<file path="config.mk">
export PLATFORM = sky130hd
export DESIGN_NAME = hecd_decoder
export DESIGN_NICKNAME = d
export VERILOG_FILES = /design/src/hw/hecd_end.sv /design/src/hw/hecd_pkg.sv /design/src/hw/hecd_decoder.sv
export VERILOG_INCLUDE_DIRS = /design/src /design/src/hw
export SDC_FILE = /design/constraint.sdc
export NUM_CORES = 1
export LEC_CHECK = 0
export BUFFER_PORTS_ARGS = -buffer_cell sky130_fd_sc_hd__buf_2
export CAP_MARGIN = 25
export CORE_MARGIN = 2
export CORE_UTILIZATION = 34
export CTS_BUF_LIST = sky130_fd_sc_hd__clkbuf_16
export CTS_CLUSTER_DIAMETER = 200
export DETAILED_ROUTE_END_ITERATION = 12
export SKIP_LAST_GASP = 1
export SYNTH_ARGS = -nofsm -noshare
export SYNTH_HDL_FRONTEND = slang
export SYNTH_SLANG_ARGS = --single-unit
</file>
<file path="constraint.sdc">
create_clock -name pclk -period 2.9 [get_ports pclk]
set_input_delay 0.145 -clock pclk [delete_from_list [all_inputs] [get_ports pclk]]
set_output_delay 0.145 -clock pclk [all_outputs]
set_load 0.03 [all_outputs]
</file>
<file path="src/hw/hecd_params.svh">
// Purpose: Offsets, field positions, reset values and timing counts of the configuration decoder.
// Assumes: Byte addresses count from the start of the configuration image.
// Notes: Definitions only.
`ifndef HECD_PARAMS_SVH
`define HECD_PARAMS_SVH
`define HECD_LOAD_MARKER      8'hD4
`define HECD_BYTE_DELAY       11'h010
`define HECD_BYTE_FLAGS_A     11'h011
`define HECD_BYTE_FLAGS_B     11'h012
`define HECD_BYTE_PROTECT     11'h013
`define HECD_BYTE_LANGS       11'h014
`define HECD_BYTE_STRINGS     11'h015
`define HECD_BYTE_ACTIVE      11'h016
`define HECD_BYTE_REMOVABLE   11'h017
`define HECD_LANG_TABLE_BASE  11'h018
`define HECD_DEF_DELAY        8'h32
`define HECD_DEF_FLAGS_A      8'h80
`define HECD_DEF_FLAGS_B      8'h00
`define HECD_DEF_PROTECT      8'h00
`define HECD_DEF_LANGS        8'h00
`define HECD_DEF_STRINGS      8'h00
`define HECD_DEF_ACTIVE       8'h0F
`define HECD_DEF_REMOVABLE    8'h0F
`define HECD_FLAGS_A_MASK     8'hF4
`define HECD_STRINGS_MASK     8'h3F
`define HECD_PORT_MASK        8'h0F
`define HECD_PROTECT_MARKER   8'h42
`define HECD_HUB_DESC_TYPE    8'h29
`define HECD_MAX_LANGS        8'h1F
`define HECD_DELAY_UNIT_MS    2
`define HECD_CLK_HZ           20000000
`define HECD_CHOP_HZ          120
`define HECD_CHOP_HALF_CYCLES (`HECD_CLK_HZ / (2 * `HECD_CHOP_HZ))
`define HECD_REG_STATUS       12'h000
`define HECD_REG_CFG_LOW      12'h004
`define HECD_REG_CFG_HIGH     12'h008
`define HECD_REG_HUB_CHAR     12'h00C
`define HECD_REG_PORT_CTRL    12'h010
`define HECD_REG_FAULT        12'h014
`define HECD_REG_LANG_SEL     12'h018
`define HECD_REG_LANG_CODE    12'h01C
`define HECD_REG_TABLE_BASE   12'h020
`endif

</file>
<file path="src/hw/hecd_end.sv">
`timescale 1ns/100ps

</file>
<file path="src/hw/hecd_pkg.sv">
// Purpose: Types shared by the configuration decoder.
// Assumes: Nothing beyond the parameter header.
// Notes: Holds types only.
package hecd_pkg;
  typedef enum logic [1:0] {
    HECD_ST_LOAD = 2'b01,
    HECD_ST_DONE = 2'b10
  } hecd_state_type;

  typedef struct packed {
    logic [7:0] power_good_delay;
    logic       accept_zero_desc_type;
    logic       compound_flag;
    logic       full_speed_only;
    logic       indicators_off;
    logic       shared_power_switch;
    logic       amber_level_sel;
    logic       green_level_sel;
    logic       local_supply_capable;
    logic       indicator_chop_en;
    logic       power_switch_level_sel;
    logic       fault_input_level_sel;
    logic       fault_detect_disable;
    logic       fault_per_port_sel;
    logic       write_protected;
    logic [7:0] language_count;
    logic       strings_enabled;
    logic [5:0] string_presence_mask;
    logic [3:0] usable_port_mask;
    logic [3:0] detachable_port_mask;
  } hecd_cfg_type;
endpackage

</file>
<file path="src/hw/hecd_decoder.sv">
// Purpose: Decodes the upper configuration image bytes and applies them to hub-facing controls.
// Assumes: The image loader delivers bytes with their addresses, byte 0 first, then pulses load_done.
// Notes: Registers sit on APB with zero wait states.
//
// Local design decisions: the APB slave port and the register addresses.
`timescale 1ns/100ps
`include "hecd_params.svh"
// How it works
// - Byte 16 is the power-good delay in 2 ms steps, default 100 ms.
// - Descriptor type zero accepted when byte 17 bit 7 set, otherwise refused.
// - Byte 17 bit 6 compound flag appears in hub characteristics bit 2.
// - Byte 17 bit 5 forces full-speed-only operation.
// - Byte 17 bit 4 kills indicators and clears characteristics bit 7.
// - Byte 17 bit 2 picks ganged or per-port power switching in characteristics.
// - Byte 18 bits 7 and 6 set amber and green indicator active levels.
// - Byte 18 bit 5 says whether self powered operation is possible.
// - Byte 18 bit 4 chops indicators with a 120 Hz square wave.
// - Byte 18 bit 3 sets power control output active level.
// - Byte 18 bit 2 sets overcurrent input active level.
// - Byte 18 bit 1 disables overcurrent detection, shown in characteristics bit 4.
// - Byte 18 bit 0 picks per-port or summed reporting, characteristics bit 3.
// - Byte 19 equal to the protect marker refuses all later EEPROM writes.
// - Byte 20 language count; zero or above 31 disables strings.
// - Byte 21 bitmap gives nonzero string index when set, zero when clear.
// - Byte 22 usable port mask; reported port count is its set bits.
// - Active ports numbered consecutively; byte 23 gives the removable field.
// - Language codes from byte 24, two bytes each, low byte first.
// - Six pointer tables follow, each two times the language count after the previous.
module hecd_decoder
  import hecd_pkg::*;
#(
  parameter int CHOP_HALF_CYCLES = `HECD_CHOP_HALF_CYCLES,
  parameter int NUM_PORTS        = 4
) (
  // Clock and reset.
  input  wire  logic        pclk,
  input  wire  logic        presetn,
  // APB slave.
  input  wire  logic        psel,
  input  wire  logic        penable,
  input  wire  logic        pwrite,
  input  wire  logic [11:0] paddr,
  input  wire  logic [31:0] pwdata,
  output logic       [31:0] prdata,
  output logic              pready,
  output logic              pslverr,
  // Image bytes from the EEPROM reader.
  input  wire  logic        load_byte_valid,
  input  wire  logic [10:0] load_byte_addr,
  input  wire  logic [7:0]  load_byte_data,
  input  wire  logic        load_done,
  // Hub core side.
  input  wire  logic [7:0]  desc_req_type,
  output logic              desc_type_ok,
  output logic              config_ready,
  output hecd_cfg_type      cfg,
  output logic       [15:0] hub_characteristics,
  output logic       [2:0]  port_count,
  output logic       [4:0]  device_removable,
  output logic       [11:0] logical_port_num,
  output logic       [47:0] string_index,
  output logic       [65:0] string_table_base,
  output logic              eeprom_write_allow,
  // Port pins.
  output logic       [3:0]  amber_out,
  output logic       [3:0]  green_out,
  output logic       [3:0]  power_out,
  input  wire  logic [3:0]  fault_in,
  output logic       [3:0]  port_fault
);

  // Elaboration refuses port counts and chop periods that the fixed-width logic cannot serve.
  if (NUM_PORTS != 4 || CHOP_HALF_CYCLES < 1 || CHOP_HALF_CYCLES > 131071) begin : g_bad_params
    $error("hecd_decoder: unsupported parameter values");
  end

  hecd_state_type state_reg, state_next;
  logic [7:0]  byte_reg [8];
  logic [7:0]  byte_next [8];
  logic        marker_ok_reg, marker_ok_next;
  logic [15:0] lang_reg [31];
  logic [15:0] lang_next [31];
  logic [11:0] ctrl_reg, ctrl_next;
  logic [4:0]  lang_sel_reg, lang_sel_next;
  logic [31:0] rdata_reg, rdata_next;
  logic [16:0] chop_cnt_reg, chop_cnt_next;
  logic        chop_phase_reg, chop_phase_next;
  logic [10:0] lang_off;
  logic [4:0]  lang_idx;

  assign lang_off = load_byte_addr - `HECD_LANG_TABLE_BASE;
  assign lang_idx = lang_off[5:1];

  // Loader: bytes are taken only while loading and only behind a good marker.
  always_comb begin
    state_next     = state_reg;
    marker_ok_next = marker_ok_reg;
    for (int i = 0; i < 8; i++) begin
      byte_next[i] = byte_reg[i];
    end
    for (int j = 0; j < 31; j++) begin
      lang_next[j] = lang_reg[j];
    end
    case (state_reg)
      HECD_ST_LOAD: begin
        if (load_byte_valid && load_byte_addr == 11'h000) begin
          marker_ok_next = (load_byte_data == `HECD_LOAD_MARKER);
        end else if (load_byte_valid && marker_ok_reg) begin
          if (load_byte_addr >= `HECD_BYTE_DELAY && load_byte_addr <= `HECD_BYTE_REMOVABLE) begin
            byte_next[load_byte_addr[2:0]] = load_byte_data;
          end else if (load_byte_addr >= `HECD_LANG_TABLE_BASE && lang_off < 11'd62) begin
            if (lang_off[0]) begin
              lang_next[lang_idx][15:8] = load_byte_data;
            end else begin
              lang_next[lang_idx][7:0] = load_byte_data;
            end
          end
        end
        if (load_done) begin
          state_next = HECD_ST_DONE;
        end
      end
      HECD_ST_DONE: begin
        state_next = HECD_ST_DONE;
      end
      default: begin
        state_next = HECD_ST_LOAD;
      end
    endcase
  end

  always_ff @(posedge pclk or negedge presetn) begin
    if (!presetn) begin
      state_reg     <= HECD_ST_LOAD;
      marker_ok_reg <= 1'b0;
      byte_reg[0]   <= `HECD_DEF_DELAY;
      byte_reg[1]   <= `HECD_DEF_FLAGS_A;
      byte_reg[2]   <= `HECD_DEF_FLAGS_B;
      byte_reg[3]   <= `HECD_DEF_PROTECT;
      byte_reg[4]   <= `HECD_DEF_LANGS;
      byte_reg[5]   <= `HECD_DEF_STRINGS;
      byte_reg[6]   <= `HECD_DEF_ACTIVE;
      byte_reg[7]   <= `HECD_DEF_REMOVABLE;
      for (int j = 0; j < 31; j++) begin
        lang_reg[j] <= 16'h0000;
      end
    end else begin
      state_reg     <= state_next;
      marker_ok_reg <= marker_ok_next;
      byte_reg      <= byte_next;
      lang_reg      <= lang_next;
    end
  end

  // Field decode; reserved bits are masked away.
  logic [7:0] flags_a;
  logic [7:0] flags_b;
  assign flags_a = byte_reg[1] & `HECD_FLAGS_A_MASK;
  assign flags_b = byte_reg[2];

  always_comb begin
    cfg.power_good_delay       = byte_reg[0];
    cfg.accept_zero_desc_type  = flags_a[7];
    cfg.compound_flag          = flags_a[6];
    cfg.full_speed_only        = flags_a[5];
    cfg.indicators_off         = flags_a[4];
    cfg.shared_power_switch    = flags_a[2];
    cfg.amber_level_sel        = flags_b[7];
    cfg.green_level_sel        = flags_b[6];
    cfg.local_supply_capable   = flags_b[5];
    cfg.indicator_chop_en      = flags_b[4];
    cfg.power_switch_level_sel = flags_b[3];
    cfg.fault_input_level_sel  = flags_b[2];
    cfg.fault_detect_disable   = flags_b[1];
    cfg.fault_per_port_sel     = flags_b[0];
    cfg.write_protected        = (byte_reg[3] == `HECD_PROTECT_MARKER);
    cfg.language_count         = byte_reg[4];
    cfg.strings_enabled        = (byte_reg[4] != 8'h00) && (byte_reg[4] <= `HECD_MAX_LANGS);
    cfg.string_presence_mask   = 6'(byte_reg[5] & `HECD_STRINGS_MASK);
    cfg.usable_port_mask       = byte_reg[6][3:0];
    cfg.detachable_port_mask   = byte_reg[7][3:0];
  end

  assign config_ready       = (state_reg == HECD_ST_DONE);
  assign eeprom_write_allow = !cfg.write_protected;
  assign desc_type_ok       = (desc_req_type == `HECD_HUB_DESC_TYPE) ||
                              (desc_req_type == 8'h00 && cfg.accept_zero_desc_type);

  // Hub characteristics: power switching, compound, overcurrent mode, indicators.
  always_comb begin
    hub_characteristics     = 16'h0000;
    hub_characteristics[1:0] = cfg.shared_power_switch ? 2'b00 : 2'b01;
    hub_characteristics[2]  = cfg.compound_flag;
    hub_characteristics[3]  = cfg.fault_per_port_sel;
    hub_characteristics[4]  = cfg.fault_detect_disable;
    hub_characteristics[7]  = !cfg.indicators_off;
  end

  // Port count and logical numbering.
  assign port_count = 3'(cfg.usable_port_mask[0]) + 3'(cfg.usable_port_mask[1]) +
                      3'(cfg.usable_port_mask[2]) + 3'(cfg.usable_port_mask[3]);
  assign device_removable = {cfg.detachable_port_mask, 1'b0};

  // Chop timer for indicator modulation.
  always_comb begin
    chop_cnt_next   = chop_cnt_reg + 17'd1;
    chop_phase_next = chop_phase_reg;
    if (chop_cnt_reg >= 17'(CHOP_HALF_CYCLES - 1)) begin
      chop_cnt_next   = 17'd0;
      chop_phase_next = !chop_phase_reg;
    end
  end

  always_ff @(posedge pclk or negedge presetn) begin
    if (!presetn) begin
      chop_cnt_reg   <= 17'd0;
      chop_phase_reg <= 1'b0;
    end else begin
      chop_cnt_reg   <= chop_cnt_next;
      chop_phase_reg <= chop_phase_next;
    end
  end

  logic       chop_gate;
  logic [3:0] fault_raw;
  logic       fault_any;
  assign chop_gate = !cfg.indicator_chop_en || chop_phase_reg;
  assign fault_raw = (cfg.fault_input_level_sel ? fault_in : ~fault_in) & cfg.usable_port_mask;
  assign fault_any = |fault_raw;

  genvar p;
  generate
    for (p = 0; p < 4; p++) begin : g_port
      logic amber_on;
      logic green_on;
      assign amber_on = ctrl_reg[4 + p] && !cfg.indicators_off && chop_gate && config_ready;
      assign green_on = ctrl_reg[8 + p] && !cfg.indicators_off && chop_gate && config_ready;
      assign amber_out[p] = cfg.amber_level_sel ? amber_on : !amber_on;
      assign green_out[p] = cfg.green_level_sel ? green_on : !green_on;
      assign power_out[p] = cfg.power_switch_level_sel ? (ctrl_reg[p] && config_ready) :
                            !(ctrl_reg[p] && config_ready);
      assign port_fault[p] = !cfg.fault_detect_disable &&
                             (cfg.fault_per_port_sel ? fault_raw[p] : fault_any);
      if (p == 0) begin : g_first
        assign logical_port_num[2:0] = cfg.usable_port_mask[0] ? 3'd1 : 3'd0;
      end else begin : g_rest
        logic [2:0] below;
        assign below = 3'(cfg.usable_port_mask[p - 1]) + ((p > 1) ? 3'(cfg.usable_port_mask[0]) : 3'd0) +
                       ((p > 2) ? 3'(cfg.usable_port_mask[1]) : 3'd0);
        assign logical_port_num[3 * p +: 3] = cfg.usable_port_mask[p] ? below + 3'd1 : 3'd0;
      end
    end
    for (p = 0; p < 6; p++) begin : g_string
      assign string_index[8 * p +: 8] = (cfg.strings_enabled && cfg.string_presence_mask[p]) ?
                                        8'(p + 1) : 8'h00;
      assign string_table_base[11 * p +: 11] = `HECD_LANG_TABLE_BASE +
                                               11'(cfg.language_count[4:0]) * 11'(2 * (p + 1));
    end
  endgenerate

  // APB slave, zero wait states; read data is captured in the setup cycle.
  logic apb_setup;
  logic apb_write;
  logic known_addr;
  assign apb_setup  = psel && !penable;
  assign apb_write  = psel && penable && pwrite;
  assign known_addr = (paddr <= `HECD_REG_TABLE_BASE) && (paddr[1:0] == 2'b00);
  assign pready     = 1'b1;
  assign pslverr    = psel && penable && !known_addr;
  assign prdata     = rdata_reg;

  always_comb begin
    ctrl_next     = ctrl_reg;
    lang_sel_next = lang_sel_reg;
    rdata_next    = rdata_reg;
    if (apb_write && paddr == `HECD_REG_PORT_CTRL) begin
      ctrl_next = pwdata[11:0];
    end
    if (apb_write && paddr == `HECD_REG_LANG_SEL) begin
      lang_sel_next = pwdata[4:0];
    end
    if (apb_setup) begin
      case (paddr)
        `HECD_REG_STATUS:     rdata_next = {29'h0000_0000, cfg.write_protected, marker_ok_reg, config_ready};
        `HECD_REG_CFG_LOW:    rdata_next = {byte_reg[3], flags_b, flags_a, byte_reg[0]};
        `HECD_REG_CFG_HIGH:   rdata_next = {byte_reg[7], byte_reg[6], byte_reg[5], byte_reg[4]};
        `HECD_REG_HUB_CHAR:   rdata_next = {13'h0000, port_count, hub_characteristics};
        `HECD_REG_PORT_CTRL:  rdata_next = {20'h0_0000, ctrl_reg};
        `HECD_REG_FAULT:      rdata_next = {28'h000_0000, port_fault};
        `HECD_REG_LANG_SEL:   rdata_next = {27'h000_0000, lang_sel_reg};
        `HECD_REG_LANG_CODE:  rdata_next = (lang_sel_reg == 5'd31) ? 32'h0000_0000 :
                                           {16'h0000, lang_reg[lang_sel_reg]};
        `HECD_REG_TABLE_BASE: rdata_next = {21'h00_0000, string_table_base[10:0]};
        default:              rdata_next = 32'h0000_0000;
      endcase
    end
  end

  always_ff @(posedge pclk or negedge presetn) begin
    if (!presetn) begin
      ctrl_reg     <= 12'h000;
      lang_sel_reg <= 5'd0;
      rdata_reg    <= 32'h0000_0000;
    end else begin
      ctrl_reg     <= ctrl_next;
      lang_sel_reg <= lang_sel_next;
      rdata_reg    <= rdata_next;
    end
  end
endmodule // hecd_decoder

</file>
; Yosys cells after proc, flatten, opt, wreduce, memory -nomap -nowiden
; Cells that the tools add are included.
[totals]
latch_bits = 0
output_inout_bits = 248
rom_bits = 0
mem_count = 0
inputBits = 82
register_bits = 630
wordCells = 228
mem_bits_rw = 0
[classes]
multipliers = 3
n_addsub = 16
n_mux = 46
reduce_logical = 83
order_cmp = 12
eq_ne = 15
shifts = 0
bitwise_logic = 7
div_mod_pow = 0
[op_table]
columns = cell, n
row1 = 496-bit bitwise mux, 2
row2 = 496-bit 2-to-1 mux, 1
row3 = 32-bit case mux with 9 select lines, 1
row4 = 16-bit demux with 5-bit select, 2
row5 = 16-bit binary-select mux with 5-bit select, 1
row6 = 64-bit bitwise mux, 1
row7 = 16-bit 2-to-1 mux, 4
row8 = 1-bit logical AND, 53
row9 = 12-bit by 5-bit equality test with 1-bit output (second input constant), 4
row10 = 8-bit demux with 3-bit select, 1
row11 = 12-bit by 4-bit equality test with 1-bit output (second input constant), 2
row12 = 11-bit by 5-bit greater-or-equal comparator with 1-bit output (second input constant), 2
row13 = 5-bit by 9-bit adder with 10-bit output (first input constant), 2
row14 = 1-bit zero test, 19
row15 = 1-bit 2-to-1 mux, 19
row16 = 5-bit by 8-bit adder with 9-bit output (first input constant), 2
row17 = 17-bit by 1-bit adder with 17-bit output (second input constant), 1
row18 = 17-bit greater-or-equal comparator (second input constant), 1
row19 = 17-bit 2-to-1 mux, 1
row20 = 8-bit 2-to-1 mux, 2
row21 = 3-bit 2-to-1 mux, 5
row22 = 5-bit by 2-bit multiplier with 7-bit output (second input constant), 2
row23 = 12-bit by 3-bit equality test with 1-bit output (second input constant), 1
row24 = 12-bit by 6-bit equality test with 1-bit output (second input constant), 1
row25 = 43 further kinds, 52

; Logic depth before layout (Yosys ltp)
; Gate-level depths: netlist of the first run.
[logic_depth]
word_depth = 8
depth_mapped = 10
mapped_depth_nobuf = 10

; Worst setup path before layout of the first run
; Ideal clock, no wire load.
[synth_timing]
path_type = register to output
from = register byte_reg (netlist bit cfg[17])
to = output port string_index[17]
stages_incl_launch_ff = 7
setup_slack_ns = -0.338
n_path_buf = 1
t_required_ns = 2.755
t_arrival_ns = 3.093
path_cell_list = dfrtp_1 inv_1 ha_1 and3b_1 nor4_1 and2_1 buf_4
[synth_lines]
columns = element, line_no
row1 = from (decl), hecd_decoder.sv:78  ; logic [7:0] byte_reg [8];
row2 = from (signal assigned), hecd_decoder.sv:150  ; byte_reg <= byte_next;
row3 = to (decl), hecd_decoder.sv:61  ; output logic [47:0] string_index,

; Worst setup path after layout of the first run
[layout_timing]
from = register byte_reg (netlist bit cfg[16])
to = output port string_table_base[29]
[layout_via]
elab_chain_len = 2
[layout_rtl]
columns = element, line_no
row1 = 5-bit by 2-bit multiplier with 7-bit output, hecd_decoder.sv:257  ; 11'(cfg.language_count[4:0]) * 11'(2 * (p + 1));
row2 = 5-bit by 8-bit adder with 9-bit output (no source line), -
row3 = to (decl), hecd_decoder.sv:62  ; output logic [65:0] string_table_base,
; No other way between the ends.

==> metrics.txt, run 1 <==
status finished, violations left; failing checks negative setup slack; DR vias/cell 5.33; compound-gate portion of the synthesized area 4.16%; Final Hold Fails 0; first-pass GRT wire length 140000 µm; DRC 0; cell with the most instances after synthesis dfrtp_1; mux contribution to synthesized area between 30% and 40%; min cycle time layout 2950 ps; Num CTS Buffers 69; Syn Area/Cell 13.2 µm²; RSZ-0062 raised after global routing yes; crit-path max FO 3; top_reg_cell synth dfrtp_1; maximum root-to-sink buffer count 3; Initial DRC Count 1726; worst slew pin tran 997 ps; top cell type's share of synthesized area 48.8%; relative slew slack 33.5%; Pleak around 18 nW; Slew Viols, Final 0; FP Rows roughly 110; pin count of the biggest net entering global routing 109; xor and xnor area share after synthesis 1.39%; Tot Pwr 0.0179 W; synth unique cells 74; ys async rst share 100%; RePlAce Congestion between 0.8 and 0.9; Synth Instances 2379; routed wire length per instance 24.1 µm; htree depth 3; crit path DAT 2800 ps; Clock Pin Slew Worst Setup and Hold Paths 60 ps; Worst-Skew Late Latency 610 ps; Post-Synth Simple-Gate Area 6.42%; Die Height 308 µm; CTS root buf clkbuf_16; Min Hold Slack 53.4 ps; flops & latches, synth 627; initial antenna violation count 11; Ports 330; fraction of layout cells with a size suffix above 1 about 47%; initial core utilization 34.3%; EDFF count, synth 0; power per cell area 488 nW/µm²; fin crit share 102%; HPWL Detailed 67900 µm; post-route ant nets 0; Setup Crit Path Kind register to primary output; Hold WC Path Type primary input to register; All-Layer GR Usage 19.7%; Peak Freq 339 MHz; Setup crit end kind primary output; Worst IR Drop VDD 0.000369 V; Routed WL 93500 µm; die area 95000 µm²; CTS tree yes; worst setup slack after placement 248 ps; Layout Nets 2768; Req. time, crit path between 2000 and 3000 ps; critical path launch point type register; YS warnings 0; Area Growth Syn to Fin 16.6%; endpoints failing setup 1; synth cell count leaders dfrtp_1 (614), mux2_2 (581), buf_4 (150); DIE WIDTH 308 µm; I/O Buffers 230; final worst slack -48.1 ps; max-cap violation count 0; Layout Cells excl Fill 3888; number of global-route vias before repair 21300; drt pass-1 iters 6; max FFs per register 496; total gr overflow 0; post-synth top area cell dfrtp_1; ranking of synthesized cells by area dfrtp_1 (49%), mux2_2 (21%), mux4_2 (8.6%); largest family of logic cells by synthesized area multiplexers; Setup Skew 19.1 ps; Synth Area in Adders about 1.6%; vias 20700; Core Footprint 91700 µm²; clock sink count roughly 630; synthesized area 31500 µm²; # fillers around 8500; Inst Count DP 3726; sequential fraction of the synthesis area 49.9%
==> cells in the final DEF, fill, tap and decap left out, types with 53 or more instances in the layout <==
master     instances
mux4_2           120
inv_1             54
nand2_1          125
buf_2            220
nor2_1            98
o21ai_0           53
conb_1            79
clkbuf_16         70
dfrtp_1          610
buf_4            150
mux2_2           581
==> through the flow <==
step	util, %	setup TNS [ps]	cell area, µm²
2_1_floorplan	-	0	31800
3_3_place_gp	37.2	0	34100
3_5_place_dp	37.2	0	34100
4_1_cts	39.9	-174	36600
5_1_grt	40.0	-544	36700
6_report	40.0	-48.1	36700
==> cells by family (layout without fill, tap and decap cells) <==
family / after synthesis / count (layout)
buffers and inverters: 333 / 574
muxes: 728 / 728
other: 2 / 84
xor gates and xnor gates: 50 / 50
and+or+nand+nor: 405 / 405
DFF: 627 / 627
AOI/OAI and AO/OA: 195 / 195
adders and majority gates: 39 / 39
==> worst max-delay path, stage by stage, from the launching register on <==
cell	delay (ps)
dfrtp_1	400
ha_2	200
fa_2	350
a21oi_1	150
o21ai_0	120
xnor2_1	170
buf_4	160
nor2_4	130
mux2i_2	230
o22ai_2	110
buf_4	180
==> final cells by class <==
class                           count  area (µm²)  share of cell area (%)
Antenna cell                        5        12.5                  0.0341
Clock buffer                       70        1750                    4.77
Clock inverter                     51         374                    1.02
Inverter                           42         158                   0.430
Multi-Input combinational cell   1496       14300                    39.1
Sequential cell                   627       15700                    42.8
Tap cell                         1186        1480                    4.04
Timing Repair Buffer              411        2860                    7.78
==> where the power goes <==
group	switching (W)	total [W]	internal (W)
Clock	0.00358	0.00841	0.00482
Sequential	0.000000700	0.00875	0.00875
Combinational	0.000607	0.000748	0.000141
==> per-layer routing <==
metal	global-route usage, %	part of all wire, %	vias up
met3	5.04	7.4	177
met2	32.6	48	754
met1	25.2	41	10800
li1	-	-	8932
met4	6.42	3.4	16
met5	0	0.12	-
==> what timing repair did <==
action	4_1_cts	5_1_grt
hold buffers	17	0
endpoints found under the hold margin	86	0
buffers inserted	15	3
pin swaps	10	8
gates resized for setup	30	20
setup endpoints to repair	21	14
==> path summary, 6_finish.rpt <==
check | start | endpoint | slack (ps) | depth (start not counted)
hold reg to reg | prdata[16] | prdata[16] | 480 | 2
setup / recovery | cfg[16] | string_table_base[29] | -50 | 10
hold / removal | fault_in[3] | prdata[3] | 50 | 6
setup reg to reg | state_reg[0] | lang_reg[142] | 190 | 8
max in group asynchronous | presetn | lang_reg[35] | 1670 | 3
min in group asynchronous | presetn | chop_cnt_reg[9] | 120 | 2
Power figures use the tool's default switching activity.
==> inputs of run 2 (changes only) <==
--- a/config.mk
+++ b/config.mk
@@ -6,6 +6,7 @@
 export SDC_FILE = /design/constraint.sdc
 export NUM_CORES = 1
 export LEC_CHECK = 0
+export ABC_AREA = 1
 export BUFFER_PORTS_ARGS = -buffer_cell sky130_fd_sc_hd__buf_2
 export CAP_MARGIN = 25
 export CORE_MARGIN = 2
@@ -13,6 +14,7 @@
 export CTS_BUF_LIST = sky130_fd_sc_hd__clkbuf_16
 export CTS_CLUSTER_DIAMETER = 200
 export DETAILED_ROUTE_END_ITERATION = 12
+export REMOVE_ABC_BUFFERS = 1
 export SKIP_LAST_GASP = 1
 export SYNTH_ARGS = -nofsm -noshare
 export SYNTH_HDL_FRONTEND = slang
==> run 2 against run 1 <==
  * The flow now finishes without violations
  * Cell count is 60% higher
  * Utilization fell by 0.32 points
  * Worst setup slack better by 70 ps
  * Cell area rose by 8.7%
  * Maximum frequency is 2.4% higher
  * Synthesized cell count up 98%
  * Count of clock-buffer cells in the layout up 3
==> metrics.txt, run 2 <==
status completed; EDFF count, synth 0; htree depth 3; Slew Viols, Final 0; endpoints failing setup 0; clock sink count 627; Clock Pin Slew Worst Setup and Hold Paths around 60 ps; Ports 330; Worst R2R End lang_reg[472]; max-cap violation count 0; Setup crit end kind primary output; DR vias/cell 5.27; Num CTS Buffers 71; fraction of layout cells with a size suffix above 1 approximately an eighth; initial antenna violation count 5; r2r setup slk about 320 ps; synth unique cells 39; max FFs per register about 500; Worst IR Drop VDD 0.000442 V; top cell type's share of synthesized area between 40% and 50%; xor and xnor area share after synthesis ~1.1%; die area 104000 µm²; CTS root buf clkbuf_16; FP Rows about 120; vias around 33000; Post-Synth Simple-Gate Area 39.8%; post-synth top area cell dfrtp_1; synth cell count leaders nand2_1 (1905), dfrtp_1 (614), nand4_1 (527); Inst Count DP 6068; Min Hold Slack 39.7 ps; number of global-route vias before repair 30300; worst setup path end string_table_base[63]; Setup Skew approximately 39 ps; relative slew slack 41.6%; maximum root-to-sink buffer count 3; All-Layer GR Usage around 23%; sequential fraction of the synthesis area between 40 and 50%; fin crit share 99.3%; Peak Freq 347 MHz; crit-path max FO 5; RePlAce Congestion between 0.9 and 1; critical path launch point type register; mux contribution to synthesized area 0.0652%; Setup Crit Path Kind register to primary output; Synth Instances 4703; top_reg_cell synth dfrtp_1; largest family of logic cells by synthesized area simple AND/OR/NAND/NOR gates; DRC 0; Syn Area/Cell 7.34 µm²; worst slew pin tran 875 ps; cell with the most instances after synthesis nand2_1; first-pass GRT wire length 186000 µm; ys async rst share 100%; crit path DAT 2730 ps; drt pass-1 iters 6; Initial DRC Count 3595; YS warnings 0; Core Footprint approximately 100000 µm²; DIE WIDTH 323 µm; CP startpoint cfg[16]; Pleak 20.8 nW; CTS tree yes; Worst-Skew Late Latency 660 ps; flops & latches, synth ~630; Layout Nets 4941; Die Height 323 µm; power per cell area 480 nW/µm²; Area after DPL 37100 µm²; final cell utilization of the core 39.7%; I/O Buffers 230; Req. time, crit path approximately 2800 ps; # fillers ~10000; Hold WC Path Type primary input to register; r2r startpoint state_reg[0]; pin count of the biggest net entering global routing roughly 130; most common cell after layout, fill and taps aside nand2_1; initial core utilization 34.4%; design area 39900 µm²; Final Hold Fails 0; post-route ant nets 0; routed wire length per instance 19.5 µm; # diodes 0; Routed WL 122000 µm; Layout Cells excl Fill 6234; total gr overflow 0; HPWL Detailed 80100 µm; Area Growth Syn to Fin 15.6%; synthesized area 34500 µm²; RSZ-0062 raised after global routing yes; Tot Pwr ~0.019 W; compound-gate portion of the synthesized area 2.80%; worst reg-to-reg path cell count 10; min cycle time layout 2880 ps; commonest cells after routing, fill and taps aside nand2_1 (1904), dfrtp_1 (609), nand4_1 (527); ranking of synthesized cells by area dfrtp_1 (45%), nand2_1 (21%), nand4_1 (9.5%); Synth Area in Adders 1.48%
==> run 2: timing repair <==
| item | in CTS | in global routing |
|---|---|---|
| pin swaps | 6 | 14 |
| gates resized for setup | 26 | 30 |
| endpoints found under the hold margin | 296 | 0 |
| gates cloned | 0 | 0 |
| setup buffers | 12 | 5 |
| endpoints found under the setup margin | 14 | 9 |
| hold buffers | 19 | 0 |
==> run 2: final cells by class <==
type	count	area, µm²	share of cell area [%]
Timing Repair Buffer	446	3300	8.27
Tap cell	1357	1700	4.26
Sequential cell	627	15700	39.4
Multi-Input combinational cell	3462	16100	40.3
Inverter	212	811	2.03
Clock buffer	73	1830	4.58
Clock inverter	57	455	1.14
==> run 2: how the worst min path moves through the flow <==
stage	end	depth (start not counted)	slack (ps)	from
final	lang_reg[250]	3	40	load_byte_data[2]
after global routing	cfg[41]	3	40	load_byte_data[4]
after CTS	cfg[6]	3	9	load_byte_data[2]
after detailed placement	lang_reg[402]	1	170	presetn
after global placement	lang_reg[402]	1	160	presetn
after floorplan	byte_reg[12]	0	-150	presetn
==> run 2: cells by family (layout without fill, tap and decap cells) <==
| group | after synthesis | after routing |
|---|---|---|
| XOR/XNOR | 42 | 42 |
| AND/OR/NAND/NOR | 3132 | 3132 |
| multiplexers | 2 | 2 |
| buffers and inverters | 691 | 788 |
| other | 2 | 79 |
| adder cells (fa/ha/maj) | 39 | 39 |
| AO/OA/AOI/OAI | 168 | 168 |
| flip-flops | 627 | 627 |
==> run 2: worst max-delay path, cell delays in order, from the launching register on <==
cell and delay (ps):
dfrtp_2 470, ha_4 190, fa_2 640, inv_4 70
ha_4 150, a21o_1 190, nand2_2 70, xor2_1 140
buf_4 180
==> run 2: through the flow <==
step                      setup WS, ps  setup TNS [ps]
final                             21.6               0
after global routing             -73.3            -509
after CTS                        -18.7           -18.7
after detailed placement           342               0
after global placement             361               0
after floorplan                 -10440        -5349840
==> run 2: per-layer routing <==
| layer | GRT usage [%] | share of wire (%) |
|---|---|---|
| met2 | 35.3 | 46 |
| met4 | 6.99 | 2.8 |
| met5 | 0 | 0.036 |
| met3 | 3.43 | 7.0 |
| met1 | 33.1 | 44 |
==> run 2: report_power, final <==
part / switching (W) / internal, W
Clock: 0.00392 / 0.00513
Combinational: 0.00108 / 0.000250
Sequential: 0.00000985 / 0.00877
